**config.mk**
```make
export PLATFORM = sky130hd
export DESIGN_NAME = bipl_top
export DESIGN_NICKNAME = d
export VERILOG_FILES = /design/src/design/bipl_pkg.sv /design/src/design/bipl_top.sv /design/src/design/bipl_watchdog.sv
export SDC_FILE = /design/constraint.sdc
export NUM_CORES = 1
export LEC_CHECK = 0
export ABC_AREA = 1
export BUFFER_PORTS_ARGS = -buffer_cell sky130_fd_sc_hd__buf_2
export CAP_MARGIN = 10
export CORE_UTILIZATION = 36
export DETAILED_ROUTE_END_ITERATION = 10
export PLACE_DENSITY = 0.6
export SLEW_MARGIN = 20
export SYNTH_ARGS = -nofsm -noshare
export SYNTH_HDL_FRONTEND = slang
export SYNTH_HIERARCHICAL = 1
export SYNTH_SLANG_ARGS = --single-unit
```
**constraint.sdc**
```tcl
create_clock -name clk -period 2.25 [get_ports clk]
set_input_delay 0.1125 -clock clk [delete_from_list [all_inputs] [get_ports clk]]
set_output_delay 0.1125 -clock clk [all_outputs]
set_load 0.005 [all_outputs]
```
**src/design/bipl_pkg.sv**
```systemverilog
// Package for the board interrupt priority logic: timing constants and carrier types.
// Assumes a single 125 MHz system clock; warning and reset cycle counts are derived from CLK_HZ.
package bipl_pkg;
  // ************************************************************
  // Timing
  // ************************************************************
  localparam int unsigned CLK_HZ           = 125_000_000;
  localparam int unsigned WARN_TIME_MS     = 500;
  localparam int unsigned RESET_TIME_MS    = 1000;
  localparam int unsigned WARN_CYCLES      = (CLK_HZ / 1000) * WARN_TIME_MS;
  localparam int unsigned RESET_CYCLES     = (CLK_HZ / 1000) * RESET_TIME_MS;
  localparam int unsigned SYSRST_CYCLES    = 16;

  // ************************************************************
  // Levels and reset values
  // ************************************************************
  localparam logic [2:0] LEVEL_NONE        = 3'h0;
  localparam logic [2:0] LEVEL_RST         = 3'h0;
  localparam logic [2:0] VECTOR_RST        = 3'h0;

  // Active-high requests of the seven autovector levels, bit n-1 is level n
  typedef struct packed {
    logic l7;
    logic l6;
    logic l5;
    logic l4;
    logic l3;
    logic l2;
    logic l1;
  } bipl_req_t;

  // Level-three sub-sources, bit n is extended priority n
  typedef struct packed {
    logic disk0;
    logic disk1;
    logic xio5;
    logic xio4;
    logic xio3;
    logic xio2;
    logic special_port;
    logic floppy;
  } bipl_sub_t;

  typedef enum logic [1:0] {
    WD_RUN,
    WD_WARN,
    WD_RESET
  } bipl_wd_state_t;
endpackage

```
**src/design/bipl_top.sv**
```systemverilog
// Board interrupt priority logic: seven autovector levels, level-three scan, watchdog.
// Assumes all request pins are asynchronous; the processor samples the encoded level.
//
// Function
// - Level seven from the non-maskable button or the watchdog early warning.
// - Level six when the active-low power-low warning is asserted.
// - Level five is reserved and driven only by the expansion slot request.
// - Level four when any serial channel requests service.
// - Level three carries system control requests from the counter/parallel unit.
// - Level three sub-sources ranked disk0 seven down to floppy zero.
// - Level two is reserved and driven only by the expansion slot request.
// - Level one when memory error logic reports a correctable error.
// - Half a second without retrigger raises the early warning interrupt.
// - One second without retrigger generates a full system reset.
`timescale 1ns/1ps
`default_nettype none
module bipl_top #(
  parameter int unsigned WARN_CYC  = bipl_pkg::WARN_CYCLES,
  parameter int unsigned RESET_CYC = bipl_pkg::RESET_CYCLES,
  parameter int unsigned N_SERIAL  = 4
) (
  input  wire logic                clk,
  input  wire logic                rst,
  input  wire logic                nmi_button_n,
  input  wire logic                power_low_warning_n,
  input  wire logic                expansion_level5_n,
  input  wire logic [N_SERIAL-1:0] serial_request_n,
  input  wire logic                disk0_request_n,
  input  wire logic                disk1_request_n,
  input  wire logic                expansion_io_request5_n,
  input  wire logic                expansion_io_request4_n,
  input  wire logic                expansion_io_request3_n,
  input  wire logic                expansion_io_request2_n,
  input  wire logic                special_port_request_n,
  input  wire logic                floppy_request_n,
  input  wire logic                expansion_level2_n,
  input  wire logic                correctable_error_n,
  input  wire logic                watchdog_kick,
  output logic [2:0]               cpu_level,
  output logic [2:0]               counter_parallel_unit_vector,
  output logic                     counter_parallel_unit_pending,
  output logic                     watchdog_warning,
  output logic                     system_reset
);
  import bipl_pkg::*;

  localparam int NPIN = 13 + N_SERIAL;

  // ************************************************************
  // Input synchronisers
  // ************************************************************
  logic [NPIN-1:0] raw_n;
  logic [NPIN-1:0] meta_reg;
  logic [NPIN-1:0] sync_reg;
  logic            kick_meta_reg;
  logic            kick_sync_reg;
  logic            kick_last_reg;
  logic            kick_pulse;

  assign raw_n = {nmi_button_n, power_low_warning_n, expansion_level5_n, serial_request_n,
                  disk0_request_n, disk1_request_n, expansion_io_request5_n,
                  expansion_io_request4_n, expansion_io_request3_n, expansion_io_request2_n,
                  special_port_request_n, floppy_request_n, expansion_level2_n,
                  correctable_error_n};

  // Inactive (high) after reset so no spurious request shows at release
  always_ff @(posedge clk or posedge rst) begin
    if (rst) begin
      meta_reg <= '1;
      sync_reg <= '1;
    end else begin
      meta_reg <= raw_n;
      sync_reg <= meta_reg;
    end
  end

  // Retrigger comes from a pin, so its edge is taken after two flops
  always_ff @(posedge clk or posedge rst) begin
    if (rst) begin
      kick_meta_reg <= 1'b0;
      kick_sync_reg <= 1'b0;
      kick_last_reg <= 1'b0;
    end else begin
      kick_meta_reg <= watchdog_kick;
      kick_sync_reg <= kick_meta_reg;
      kick_last_reg <= kick_sync_reg;
    end
  end
  assign kick_pulse = kick_sync_reg && !kick_last_reg;

  // ************************************************************
  // Decoded sources, active high
  // ************************************************************
  wire                button_act  = !sync_reg[NPIN-1];
  wire                power_act   = !sync_reg[NPIN-2];
  wire                exp5_act    = !sync_reg[NPIN-3];
  wire [N_SERIAL-1:0] serial_act  = ~sync_reg[NPIN-4 -: N_SERIAL];
  wire                exp2_act    = !sync_reg[1];
  wire                ecc_act     = !sync_reg[0];
  bipl_sub_t          sub_act;
  bipl_req_t          req;

  assign sub_act = bipl_sub_t'(~sync_reg[9:2]);

  // ************************************************************
  // Watchdog
  // ************************************************************
  logic wd_warn;
  logic wd_reset;

  bipl_watchdog #(
    .WARN_CYC  (WARN_CYC),
    .RESET_CYC (RESET_CYC)
  ) u_watchdog (
    .clk           (clk),
    .rst           (rst),
    .kick          (kick_pulse),
    .early_warning (wd_warn),
    .reset_pulse   (wd_reset)
  );

  // ************************************************************
  // Level requests
  // ************************************************************
  assign req.l7 = button_act || wd_warn;
  assign req.l6 = power_act;
  assign req.l5 = exp5_act;
  assign req.l4 = |serial_act;
  assign req.l3 = |sub_act;
  assign req.l2 = exp2_act;
  assign req.l1 = ecc_act;

  // ************************************************************
  // Priority encoders
  // ************************************************************
  logic [2:0] level_next;
  logic [2:0] level_reg;
  logic [2:0] vector_next;
  logic [2:0] vector_reg;
  logic       pending_reg;
  logic       sysrst_reg;

  // Highest set bit wins; level is combinational of the held requests
  always_comb begin
    level_next = LEVEL_NONE;
    for (int i = 0; i < 7; i++) begin
      if (req[i]) level_next = 3'(i + 1);
    end
  end

  always_comb begin
    vector_next = VECTOR_RST;
    for (int i = 0; i < 8; i++) begin
      if (sub_act[i]) vector_next = 3'(i);
    end
  end

  always_ff @(posedge clk or posedge rst) begin
    if (rst) begin
      level_reg   <= LEVEL_RST;
      vector_reg  <= VECTOR_RST;
      pending_reg <= 1'b0;
      sysrst_reg  <= 1'b0;
    end else begin
      level_reg   <= level_next;
      vector_reg  <= vector_next;
      pending_reg <= req.l3;
      sysrst_reg  <= wd_reset;
    end
  end

  assign cpu_level                     = level_reg;
  assign counter_parallel_unit_vector  = vector_reg;
  assign counter_parallel_unit_pending = pending_reg;
  assign watchdog_warning              = wd_warn;
  assign system_reset                  = sysrst_reg;

  // ************************************************************
  // Checks
  // ************************************************************
  // Reset length is counted here, as sixteen repetitions would unroll too far
  logic [4:0] rst_len_reg;

  always_ff @(posedge clk or posedge rst) begin
    if (rst) begin
      rst_len_reg <= 5'h0;
    end else begin
      rst_len_reg <= system_reset ? rst_len_reg + 5'h1 : 5'h0;
    end
  end

  a_level_seven: assert property (@(posedge clk) disable iff (rst)
    (button_act || wd_warn) |=> cpu_level == 3'h7)
    else $error("level seven not presented");

  a_power_level: assert property (@(posedge clk) disable iff (rst)
    (power_act && !req.l7) |=> cpu_level == 3'h6)
    else $error("power fail level wrong");

  a_exp5_only: assert property (@(posedge clk) disable iff (rst)
    ($past(level_next) == 3'h5) |-> ($past(exp5_act) && cpu_level == 3'h5))
    else $error("level five without expansion request");

  a_exp5_level: assert property (@(posedge clk) disable iff (rst)
    (exp5_act && !req.l7 && !req.l6) |=> cpu_level == 3'h5)
    else $error("expansion level five not presented");

  a_serial_level: assert property (@(posedge clk) disable iff (rst)
    (|serial_act && !(req.l7 || req.l6 || req.l5)) |=> cpu_level == 3'h4)
    else $error("serial level wrong");

  a_sysctl_pend: assert property (@(posedge clk) disable iff (rst)
    req.l3 |=> counter_parallel_unit_pending)
    else $error("system control pending missing");

  a_sysctl_level: assert property (@(posedge clk) disable iff (rst)
    (req.l3 && req[6:3] == 4'h0) |=> cpu_level == 3'h3)
    else $error("system control level wrong");

  a_pend_clear: assert property (@(posedge clk) disable iff (rst)
    !req.l3 |=> !counter_parallel_unit_pending)
    else $error("system control pending without source");

  a_disk0_top: assert property (@(posedge clk) disable iff (rst)
    sub_act.disk0 |=> counter_parallel_unit_vector == 3'h7)
    else $error("disk0 not top sub-source");

  a_disk1_rank: assert property (@(posedge clk) disable iff (rst)
    (sub_act.disk1 && !sub_act.disk0) |=> counter_parallel_unit_vector == 3'h6)
    else $error("disk1 vector wrong");

  a_xio5_rank: assert property (@(posedge clk) disable iff (rst)
    (sub_act.xio5 && !sub_act.disk0 && !sub_act.disk1) |=> counter_parallel_unit_vector == 3'h5)
    else $error("expansion io five vector wrong");

  a_xio2_rank: assert property (@(posedge clk) disable iff (rst)
    (sub_act.xio2 && sub_act[7:3] == 5'h00) |=> counter_parallel_unit_vector == 3'h2)
    else $error("expansion io two vector wrong");

  a_floppy_low: assert property (@(posedge clk) disable iff (rst)
    (sub_act == bipl_sub_t'(8'h01)) |=> counter_parallel_unit_vector == 3'h0)
    else $error("floppy vector wrong");

  a_vector_idle: assert property (@(posedge clk) disable iff (rst)
    (sub_act == bipl_sub_t'(8'h00)) |=> counter_parallel_unit_vector == VECTOR_RST)
    else $error("vector shown with no sub-source");

  a_exp2_only: assert property (@(posedge clk) disable iff (rst)
    (cpu_level == 3'h2) |-> $past(exp2_act))
    else $error("level two without expansion request");

  a_exp2_level: assert property (@(posedge clk) disable iff (rst)
    (exp2_act && req[6:2] == 5'h00) |=> cpu_level == 3'h2)
    else $error("expansion level two not presented");

  a_ecc_level: assert property (@(posedge clk) disable iff (rst)
    (req == bipl_req_t'(7'h01)) |=> cpu_level == 3'h1)
    else $error("correctable error level wrong");

  a_warn_raises: assert property (@(posedge clk) disable iff (rst)
    $rose(wd_warn) |=> cpu_level == 3'h7)
    else $error("warning did not raise level seven");

  a_warn_holds: assert property (@(posedge clk) disable iff (rst)
    (wd_warn && !kick_pulse) |=> (wd_warn || wd_reset))
    else $error("warning dropped without retrigger");

  a_kick_clears: assert property (@(posedge clk) disable iff (rst)
    (wd_warn && kick_pulse) |=> !wd_warn)
    else $error("retrigger did not clear warning");

  a_reset_follows: assert property (@(posedge clk) disable iff (rst)
    $rose(wd_reset) |=> system_reset [*8])
    else $error("system reset not held");

  a_reset_after_warn: assert property (@(posedge clk) disable iff (rst)
    $rose(wd_reset) |-> $past(wd_warn))
    else $error("system reset without early warning");

  a_reset_short: assert property (@(posedge clk) disable iff (rst)
    system_reset |-> rst_len_reg < 5'(SYSRST_CYCLES))
    else $error("system reset too long");

  a_reset_width: assert property (@(posedge clk) disable iff (rst)
    $fell(system_reset) |-> rst_len_reg == 5'(SYSRST_CYCLES))
    else $error("system reset too short");

  a_idle_zero: assert property (@(posedge clk) disable iff (rst)
    (req == bipl_req_t'(7'h00)) |=> cpu_level == LEVEL_NONE)
    else $error("level shown with no request");

  a_any_level: assert property (@(posedge clk) disable iff (rst)
    (req != bipl_req_t'(7'h00)) |=> cpu_level != LEVEL_NONE)
    else $error("pending request not presented");

  a_ecc_hidden: assert property (@(posedge clk) disable iff (rst)
    (ecc_act && req[6:1] != 6'h00) |=> cpu_level != 3'h1)
    else $error("lowest level shown over a higher one");

  a_level_hold: assert property (@(posedge clk) disable iff (rst)
    $stable(req) |=> $stable(cpu_level))
    else $error("level moved while requests held");
endmodule
`default_nettype wire

```
**src/design/bipl_watchdog.sv**
```systemverilog
// Watchdog supervisor: early warning after the warning time, system reset after the reset time.
// Assumes the retrigger input is already synchronous to clk and a one-cycle pulse or a level edge.
`timescale 1ns/1ps
`default_nettype none
module bipl_watchdog #(
  parameter int unsigned WARN_CYC  = bipl_pkg::WARN_CYCLES,
  parameter int unsigned RESET_CYC = bipl_pkg::RESET_CYCLES
) (
  input  wire logic clk,
  input  wire logic rst,
  input  wire logic kick,
  output logic      early_warning,
  output logic      reset_pulse
);
  import bipl_pkg::*;

  logic [31:0]    count_reg;
  logic [31:0]    count_next;
  logic [4:0]     hold_reg;
  logic [4:0]     hold_next;
  bipl_wd_state_t state_reg;
  bipl_wd_state_t state_next;
  logic           warn_hit;
  logic           reset_hit;

  // ************************************************************
  // Counting
  // ************************************************************
  assign warn_hit   = (count_reg == WARN_CYC - 1);
  assign reset_hit  = (count_reg == RESET_CYC - 1);
  assign count_next = (kick || state_reg == WD_RESET) ? 32'h0 :
                      reset_hit ? count_reg : count_reg + 32'h1;
  assign hold_next  = (state_reg == WD_RESET) ? hold_reg + 5'h1 : 5'h0;

  always_comb begin
    state_next = state_reg;
    unique case (state_reg)
      WD_RUN:   if (!kick && warn_hit) state_next = WD_WARN;
      WD_WARN: begin
        if (kick) state_next = WD_RUN;
        else if (reset_hit) state_next = WD_RESET;
      end
      WD_RESET: if (hold_reg == 5'(SYSRST_CYCLES - 1)) state_next = WD_RUN;
      // The fourth code is illegal; fall back to counting rather than lock up
      default:  state_next = WD_RUN;
    endcase
  end

  always_ff @(posedge clk or posedge rst) begin
    if (rst) begin
      count_reg <= 32'h0;
      hold_reg  <= 5'h0;
      state_reg <= WD_RUN;
    end else begin
      count_reg <= count_next;
      hold_reg  <= hold_next;
      state_reg <= state_next;
    end
  end

  // Warning holds until retriggered or the reset time is reached, so the top level is not lost before service
  assign early_warning = (state_reg == WD_WARN);
  assign reset_pulse   = (state_reg == WD_RESET);
endmodule
`default_nettype wire

```
======== Word-level counts from Yosys, hierarchy flattened ========
Index checks and enable logic that the tools add are counted.
word-level totals
  logic and storage cells ................. 58
  output and inout bits ................... 9
  bits in registers ....................... 84
  input port bits ......................... 20
cells by class
  reduce and logical (&&, ||, !) cells .... 11
  bitwise operators ....................... 2
  mux-type cells .......................... 22
  equal/unequal tests ..................... 9
  $add $sub $neg .......................... 2
operators by type and width
  cell                   count
  $mux 32                2
  $mux 3                 12
  $add 32x1->32 const B  1
  $eq 32x26->1 const B   1
  $eq 32x27->1 const B   1
  $mux 2                 4
  $not 8->8              1
  $reduce_or 8->1        1
  $pmux 2 s3             1
  $add 5x1->5 const B    1
  $eq 5x4->1 const B     1
  $mux 5                 1
  $ne 2x1->1 const B     2
  $not 4->4              1
  $reduce_or 4->1        1
  $logic_not 1->1        3
  $ne 3x1->1 const B     1
  $reduce_and 3->1       1
  $eq 2x1->1 const B     1
  $eq 2x2->1 const B     1
  $logic_and 1x1->1      2
  $logic_not 2->1        1
  $logic_or 1x1->1       2
  $mux 1                 2
  $ne 2x2->1 const B     1

======== Depth between registers and ports, before layout ========
Gate-level depths: netlist of the first run.
  word-level depth ........................ 8
  depth in mapped cells ................... 11
  gate-level depth less buffers ........... 11

======== Cells and area by module ========
The synthesis of the first run kept the hierarchy.
modules (own cells, without submodules)
  module         cells an instance  area an instance (µm²)  seq. area each (µm²)  times used
  bipl_watchdog  375                2553.7                  975.9                 1
  bipl_top       80                 1341.3                  1168.6                1

======== Worst setup path before layout of the first run ========
Ideal clock, no wire load.
  path kind ............................... reg-to-reg
  start point ............................. register u_watchdog.count_reg[0]
  end point ............................... register u_watchdog.count_reg[24]
  required time ........................... 2134 ps
  clock period less this slack ............ 1395 ps
  path buffers ............................ 0
  arrival ................................. 1280 ps
  library setup time ...................... 116 ps
  slack ................................... 855 ps
  cell stages (with the launch flop) ...... 11
  cell sequence ........................... dfrtp_1 -> ha_1 -> nand2_2 -> nor2_8 -> nand2_4 -> nor2_8 -> nand2_2 -> inv_2 -> nand2_1 -> nor2_2 -> nor2_1
between the ends
  word-level cells in the longest chain between the ends .. 3
  elaborated cells between the ends (all ways) .. 5
  classes of those cells .................. add/sub (1); eq/ne (2); mux (2)
ends and longest elaborated chain
  what                    RTL line             source
  from (decl)             bipl_watchdog.sv:17  logic [31:0] count_reg;
  from (signal assigned)  bipl_watchdog.sv:55  count_reg <= count_next;
  $add 32x1->32           bipl_watchdog.sv:32  reset_hit ? count_reg : count_reg + 32'h1;
  $mux 32                 bipl_watchdog.sv:32
  $mux 32                 bipl_watchdog.sv:31  assign count_next = (kick || state_reg == WD_RESET) ? 32'h0 :
Several ways; a longest one is shown, not always the timed one. The select of a mux whose other input is x is not followed.
A chain may end at the register's enable or synchronous reset.

======== Worst setup path after layout of the first run ========
  start point ............................. register u_watchdog.count_reg[1]
  end point ............................... register u_watchdog.count_reg[24]
Same word-level chain as after synthesis.

==> flow_summary.ini, run 1 <==
[yosys]
syn-num-nets = 478
ys_seq_elements = 84
yosys_warnings = 6
synthCells = 455
ys_types = 33
yosysSeqAreaShare_pct = 55.06
syn_area_sq_um = 3895
syn_area_per_cell_sq_um = 8.560

[min_path]
hold_class = in -> async

[power]
p_switching_w = 0.0007388
total_power_w = 0.002948
p_clk_share_pct = 37.6
combPwrFrac_pct = 6.6
ir_worst_vdd_uv = 354.6
leakage_nw = 2.136
pwr-share-seq_pct = 55.7
p_int_w = 0.002209
swShare_pct = 25.06
power.density_nw_per_um2 = 639.4

[grt]
grtUsageTotal_pct = 16.75
antenna_found_initial = 0
grt-ovfl-total = 0
grt_first_pass_wirelength_mm = 14.64
grt_max_degree = 40
grt_pass1_vias = 3155

[timing]
min_period_ns = 1.594
setup-tns-final_ns = 0
tightest_slew_ns = 0.5795
setup_violations = 0
fin_crit_sh_pct = 70.84
finalClockSkew_ns = 0.01057
timing_hold_violations_final = 0
slew_headroom_pct = 61.32
rsz0062_at_grt = false
drv_slew = 0
fmax_mhz = 627.4

[finish]
largest_reg_flops = 32
area_growth_pct = 18.37
nets = 537
fin_area_sq_um = 4611
layout-drive-gt1-share_pct = 24.47
diodes = 0
fin_util_pct = 44.26

[drt]
post_drt_via_cell_ratio = 4.641
drc_errors = 0
first_pass_iters = 4
post_drt_wl_per_cell_microns = 12.79
first_iter_violations = 174
drtAntennaViolNets = 0
num_vias = 3040
wirelength_mm = 8.379

[worst_setup_path]
end_kind = flip-flop
arrival_ns = 1.85
critical_path_class = reg -> reg
cp_max_fo = 6
cp-start-kind = flip-flop
required_ns = 2.50

[cts]
cts_tree = done
cts_buffers = 9
clk_pin_slew_worst_paths_ns = 0.09
hold_buffers = 19
cts_resized = 0
postCtsSetupBuffers = 0
clk_path_buf_depth = 2
clock-sinks = 84
cts_root_buf = clkbuf_8
h-tree-depth = 3
clock_latency_ns = 0.35

[die]
die_area_sq_um = 11240
initial_core_util_pct = 37.39
floorplan.rows = 37
die_h_microns = 106.0
design.core.area_sq_um = 10420
ios = 29
die_w_microns = 106.0

[status]
status = finished, final reports clean

[run]
drv_cap = 0

[placed_design]
place_area_sq_um = 4218
dpl.hpwl_mm = 6.004
portBuffers = 28
gp_congestion = 0.8826
area by class of cell:
class	instances	area (sq um)
Clock buffer	9	123.9
Inverter	53	198.9
Clock inverter	7	78.83
Tap cell	136	170.2
Fill cell	1023	5806
Timing Repair Buffer	51	360.3
Sequential cell	84	2145
Multi-Input combinational cell	315	1534
cell usage in the layout, fill, tap and decap left out, drive strengths merged:
master       instances
nand3               29
ha                   3
inv                 57
a21boi               1
nand4                5
clkbuf               9
nor3                 5
dfrtp               50
nor3b                4
a31oi                2
clkinv               2
xor2                 3
a2bb2oi              2
dlygate4sd3         19
nand2              135
a31o                 1
mux2i                1
bufinv               1
buf                 32
nor2               101
o21ai               11
a21o                 3
or2                  2
a21oi                7
dfstp               34
synth_stat cells:
cell       number  area share [%]
o21ai_1         3            0.39
nor3_2          1            0.26
nor3_1          4            0.51
a31oi_1         2            0.32
dfrtp_1        50              32
nand3_1        28             3.6
or2_2           2            0.32
ha_1            3            0.96
nand2_2        11             1.8
mux2i_1         1            0.26
nor2_4          6             1.7
nand2_4         2            0.58
nand4_1         5            0.80
dfstp_2        34              23
nor3b_1         2            0.39
nor3b_2         2            0.64
buf_2           2            0.26
xor2_1          3            0.67
nor2_2         11             1.8
nor2_1         82             7.9
inv_2           5            0.48
a21o_1          3            0.58
a21oi_2         1            0.22
a31o_2          1            0.22
clkbuf_4        1            0.19
a21boi_1        1            0.19
inv_1          48             4.6
nand3_2         1            0.26
a21oi_1         6            0.77
nor2_8          2             1.0
a2bb2oi_1       2            0.45
o21ai_0         8             1.0
nand2_1       122              12
cells by family after synthesis:
kind of cell	share of synthesized area, %
simple gates	33.31
fa+ha+maj	0.9638
mux	0.2570
flops	55.06
xor+xnor	0.6747
compound gates	4.176
buf+inv	5.557
routing by layer:
metal	up-vias	track usage (%)	part of all wire [%]
met5	-	0	0
met1	1440	21.45	45
met4	0	7.143	1.6
met3	13	2.820	5.5
li1	1524	-	-
met2	63	28.01	48
worst max-delay path, stage by stage (launching register included):
cell and delay [ns]:
dfrtp_1 0.41, ha_1 0.23, nand2_2 0.12, nor2_8 0.14, nand2_4 0.12, nor2_8 0.15
nand2_2 0.08, inv_2 0.06, nand2_1 0.06, nor2_2 0.08, nor2_1 0.05
power groups by stage:
stage               registers [W]  clock network, W  logic (W)
global route              0.00165           0.00121   0.000224
detailed placement        0.00167                 0   0.000172
floorplan                 0.00166                 0   0.000118
global placement          0.00167                 0   0.000168
CTS                       0.00164           0.00116   0.000200
finish                    0.00164           0.00111   0.000196
path summary, 6_finish.rpt:
check / start / to / slack (ns) / depth (start not counted)
worst max-delay path: u_watchdog/count_reg[1] / u_watchdog/count_reg[24] / 0.66 / 10
worst min-delay path: rst / cpu_level[0] / 0.24 / 3
worst max register to register: u_watchdog/count_reg[1] / u_watchdog/count_reg[24] / 0.66 / 10
worst min register to register: meta_reg[4] / sync_reg[4] / 0.35 / 0
max in group asynchronous: rst / meta_reg[4] / 1.39 / 4
min in group clk: meta_reg[4] / sync_reg[4] / 0.35 / 0
through the flow:
step                      setup slack, ns  std cells  hold WS, ns
after global placement             0.7358        620      0.06514
after CTS                          0.6544        655       0.2284
final                              0.6560        655       0.2354
after floorplan                    0.8546        455       0.1170
after global routing               0.4648        655       0.2576
after detailed placement           0.6662        620      0.07603
(Power assumes the default switching activity.)
==> run 2, diff against run 1 <==
--- a/config.mk
+++ b/config.mk
@@ -10,7 +10,7 @@
 export CAP_MARGIN = 10
 export CORE_UTILIZATION = 36
 export DETAILED_ROUTE_END_ITERATION = 10
-export PLACE_DENSITY = 0.6
+export PLACE_DENSITY = 0.62
 export SLEW_MARGIN = 20
 export SYNTH_ARGS = -nofsm -noshare
 export SYNTH_HDL_FRONTEND = slang
==> constraint.sdc (replaced) <==
create_clock -name clk -period 1.3 [get_ports clk]
set_input_delay 0.065 -clock clk [delete_from_list [all_inputs] [get_ports clk]]
set_output_delay 0.065 -clock clk [all_outputs]
set_load 0.005 [all_outputs]
==> run 2 against run 1 <==
Effect of this change:
- the flow now finishes with violations (setup timing)
- first-iteration DRC count is 24% lower
- design area is 12% higher
- sequential share of layout area is 4.8 points lower
- critical path type unchanged
- largest cell class unchanged
==> flow_summary.ini, run 2 (same netlist as run 1, synthesis figures left out) <==
[status]
status = complete, but fails checks
violations = setup timing

[worst_setup_path]
required_ns = 1.54
cp_slowest_cell = dfrtp_1
cp_max_fo = 7
cp_slowest_stage_delay_ns = 0.42
end_kind = flip-flop
crit_buf_inv = 1
path_delay_family = simple AND/OR/NAND/NOR gates
arrival_ns = 1.68
critical_path_class = reg -> reg
cp-start-kind = flip-flop
worstPathCellList = buf_4 > nand2_1 > nor2_2 > nand2_2 > nor2_4 > nand3_1 > o21ai_1 > nor2_1

[finish]
stdcell_count = 708
nets = 591
final_cell_mix = nand2_1, nor2_1, buf_4, inv_1, dfrtp_1
layout-drive-gt1-share_pct = 37.41
area_growth_pct = 32.22
fin_area_sq_um = 5150
diodes = 0
layout_commonest_cell = nand2_1
largest_reg_flops = 32

[die]
ios = 29
die_h_microns = 106.0
die_area_sq_um = 11240
design.core.area_sq_um = 10420
die_w_microns = 106.0
initial_core_util_pct = 37.39
floorplan.rows = 37

[placed_design]
place_ws_ns = -0.2034
dpl.hpwl_mm = 6.415
gp_congestion = 0.8721
portBuffers = 28
place_area_sq_um = 4583
dp.cells = 666

[cts]
clock-sinks = 84
cts_root_buf = clkbuf_8
h-tree-depth = 3
clock_latency_ns = 0.35
cts_tree = done
clk_pin_slew_worst_paths_ns = 0.09
clk_path_buf_depth = 2
cts_buffers = 9

[power]
leakage_nw = 2.396
ir_worst_vdd_uv = 729.0
power.density_nw_per_um2 = 970.2

[timing]
finalClockSkew_ns = 0.01314
fin_crit_sh_pct = 110.6
drv_slew = 0
timing_hold_violations_final = 0
whs_ns = 0.3470
setup_slack_ns = -0.1373
tightest_slew_ns = 0.5193
rsz0062_at_grt = true
min_period_ns = 1.437
slew_headroom_pct = 65.38
setup-tns-final_ns = -2.548
fmax_mhz = 695.8
setup_violations = 29

[drt]
wirelength_mm = 8.794
post_drt_wl_per_cell_microns = 12.42
drtAntennaViolNets = 0
post_drt_via_cell_ratio = 4.579
first_iter_violations = 132
num_vias = 3242
first_pass_iters = 5
drc_errors = 0

[grt]
grtUsageTotal_pct = 17.21
antenna_found_initial = 0
grt_max_degree = 46
grt_first_pass_wirelength_mm = 15.15
grt_pass1_vias = 3291
grt-ovfl-total = 0

[min_path]
hold_class = reg -> reg

[run]
drv_cap = 0
==> run 2: metrics by stage <==
| step | total power [W] | util, % |
|---|---|---|
| 6_report | 0.004997 | 49.44 |
| 3_3_place_gp | 0.003266 | 44.00 |
| 3_5_place_dp | 0.003283 | 44.00 |
| 5_1_grt | 0.005249 | 49.44 |
| 4_1_cts | 0.005035 | 47.96 |
| 2_1_floorplan | 0.003089 | - |
==> run 2: final cells by class <==
type | instances | area, sq um
timing repair buffer | 105 | 793.3
sequential | 84 | 2150
clock inverter | 6 | 50.05
inverter | 53 | 198.9
clock buffer | 9 | 123.9
fill | 991 | 5266
multi-input combinational | 315 | 1664
tap | 136 | 170.2
==> run 2: timing repair <==
action / 4_1_cts / 5_1_grt
cloned: 0 / 0
buffers inserted: 1 / 8
resized for setup: 12 / 34
setup endpoints to repair: 32 / 37
pin swaps: 11 / 12
hold buffers: 19 / 0
hold endpoints to repair: 68 / 0
==> run 2: worst paths after layout <==
check	from	endpoint	slack (ns)	cells past startpoint
worst min-delay path	meta_reg[1]	sync_reg[1]	0.35	0
worst max register to register	u_watchdog/count_reg[1]	u_watchdog/count_reg[19]	-0.14	8
min in group asynchronous	rst	u_watchdog/count_reg[25]	0.40	4
worst max-delay path	u_watchdog/count_reg[1]	u_watchdog/count_reg[19]	-0.14	8
max in group asynchronous	rst	meta_reg[15]	0.52	4
worst min register to register	meta_reg[1]	sync_reg[1]	0.35	0
==> run 2: worst register-to-register path: stages (launching register included) <==
cell,delay [ns]
dfrtp_1,0.42
buf_4,0.14
nand2_1,0.05
nor2_2,0.14
nand2_2,0.09
nor2_4,0.22
nand3_1,0.11
o21ai_1,0.13
nor2_1,0.05
==> run 2: metal layers <==
| layer | global-route usage [%] | share of wire [%] | vias to the layer above |
|---|---|---|---|
| li1 | - | - | 1632 |
| met3 | 2.698 | 3.3 | 10 |
| met2 | 28.48 | 49 | 40 |
| met4 | 6.349 | 1.3 | 0 |
| met1 | 22.77 | 46 | 1560 |
| met5 | 0 | 0 | - |
==> run 2: report_power, final <==
part,internal [W],switching (W)
combinational,0.000245,0.000243
sequential,0.00276,0.0000749
clock,0.000700,0.000970
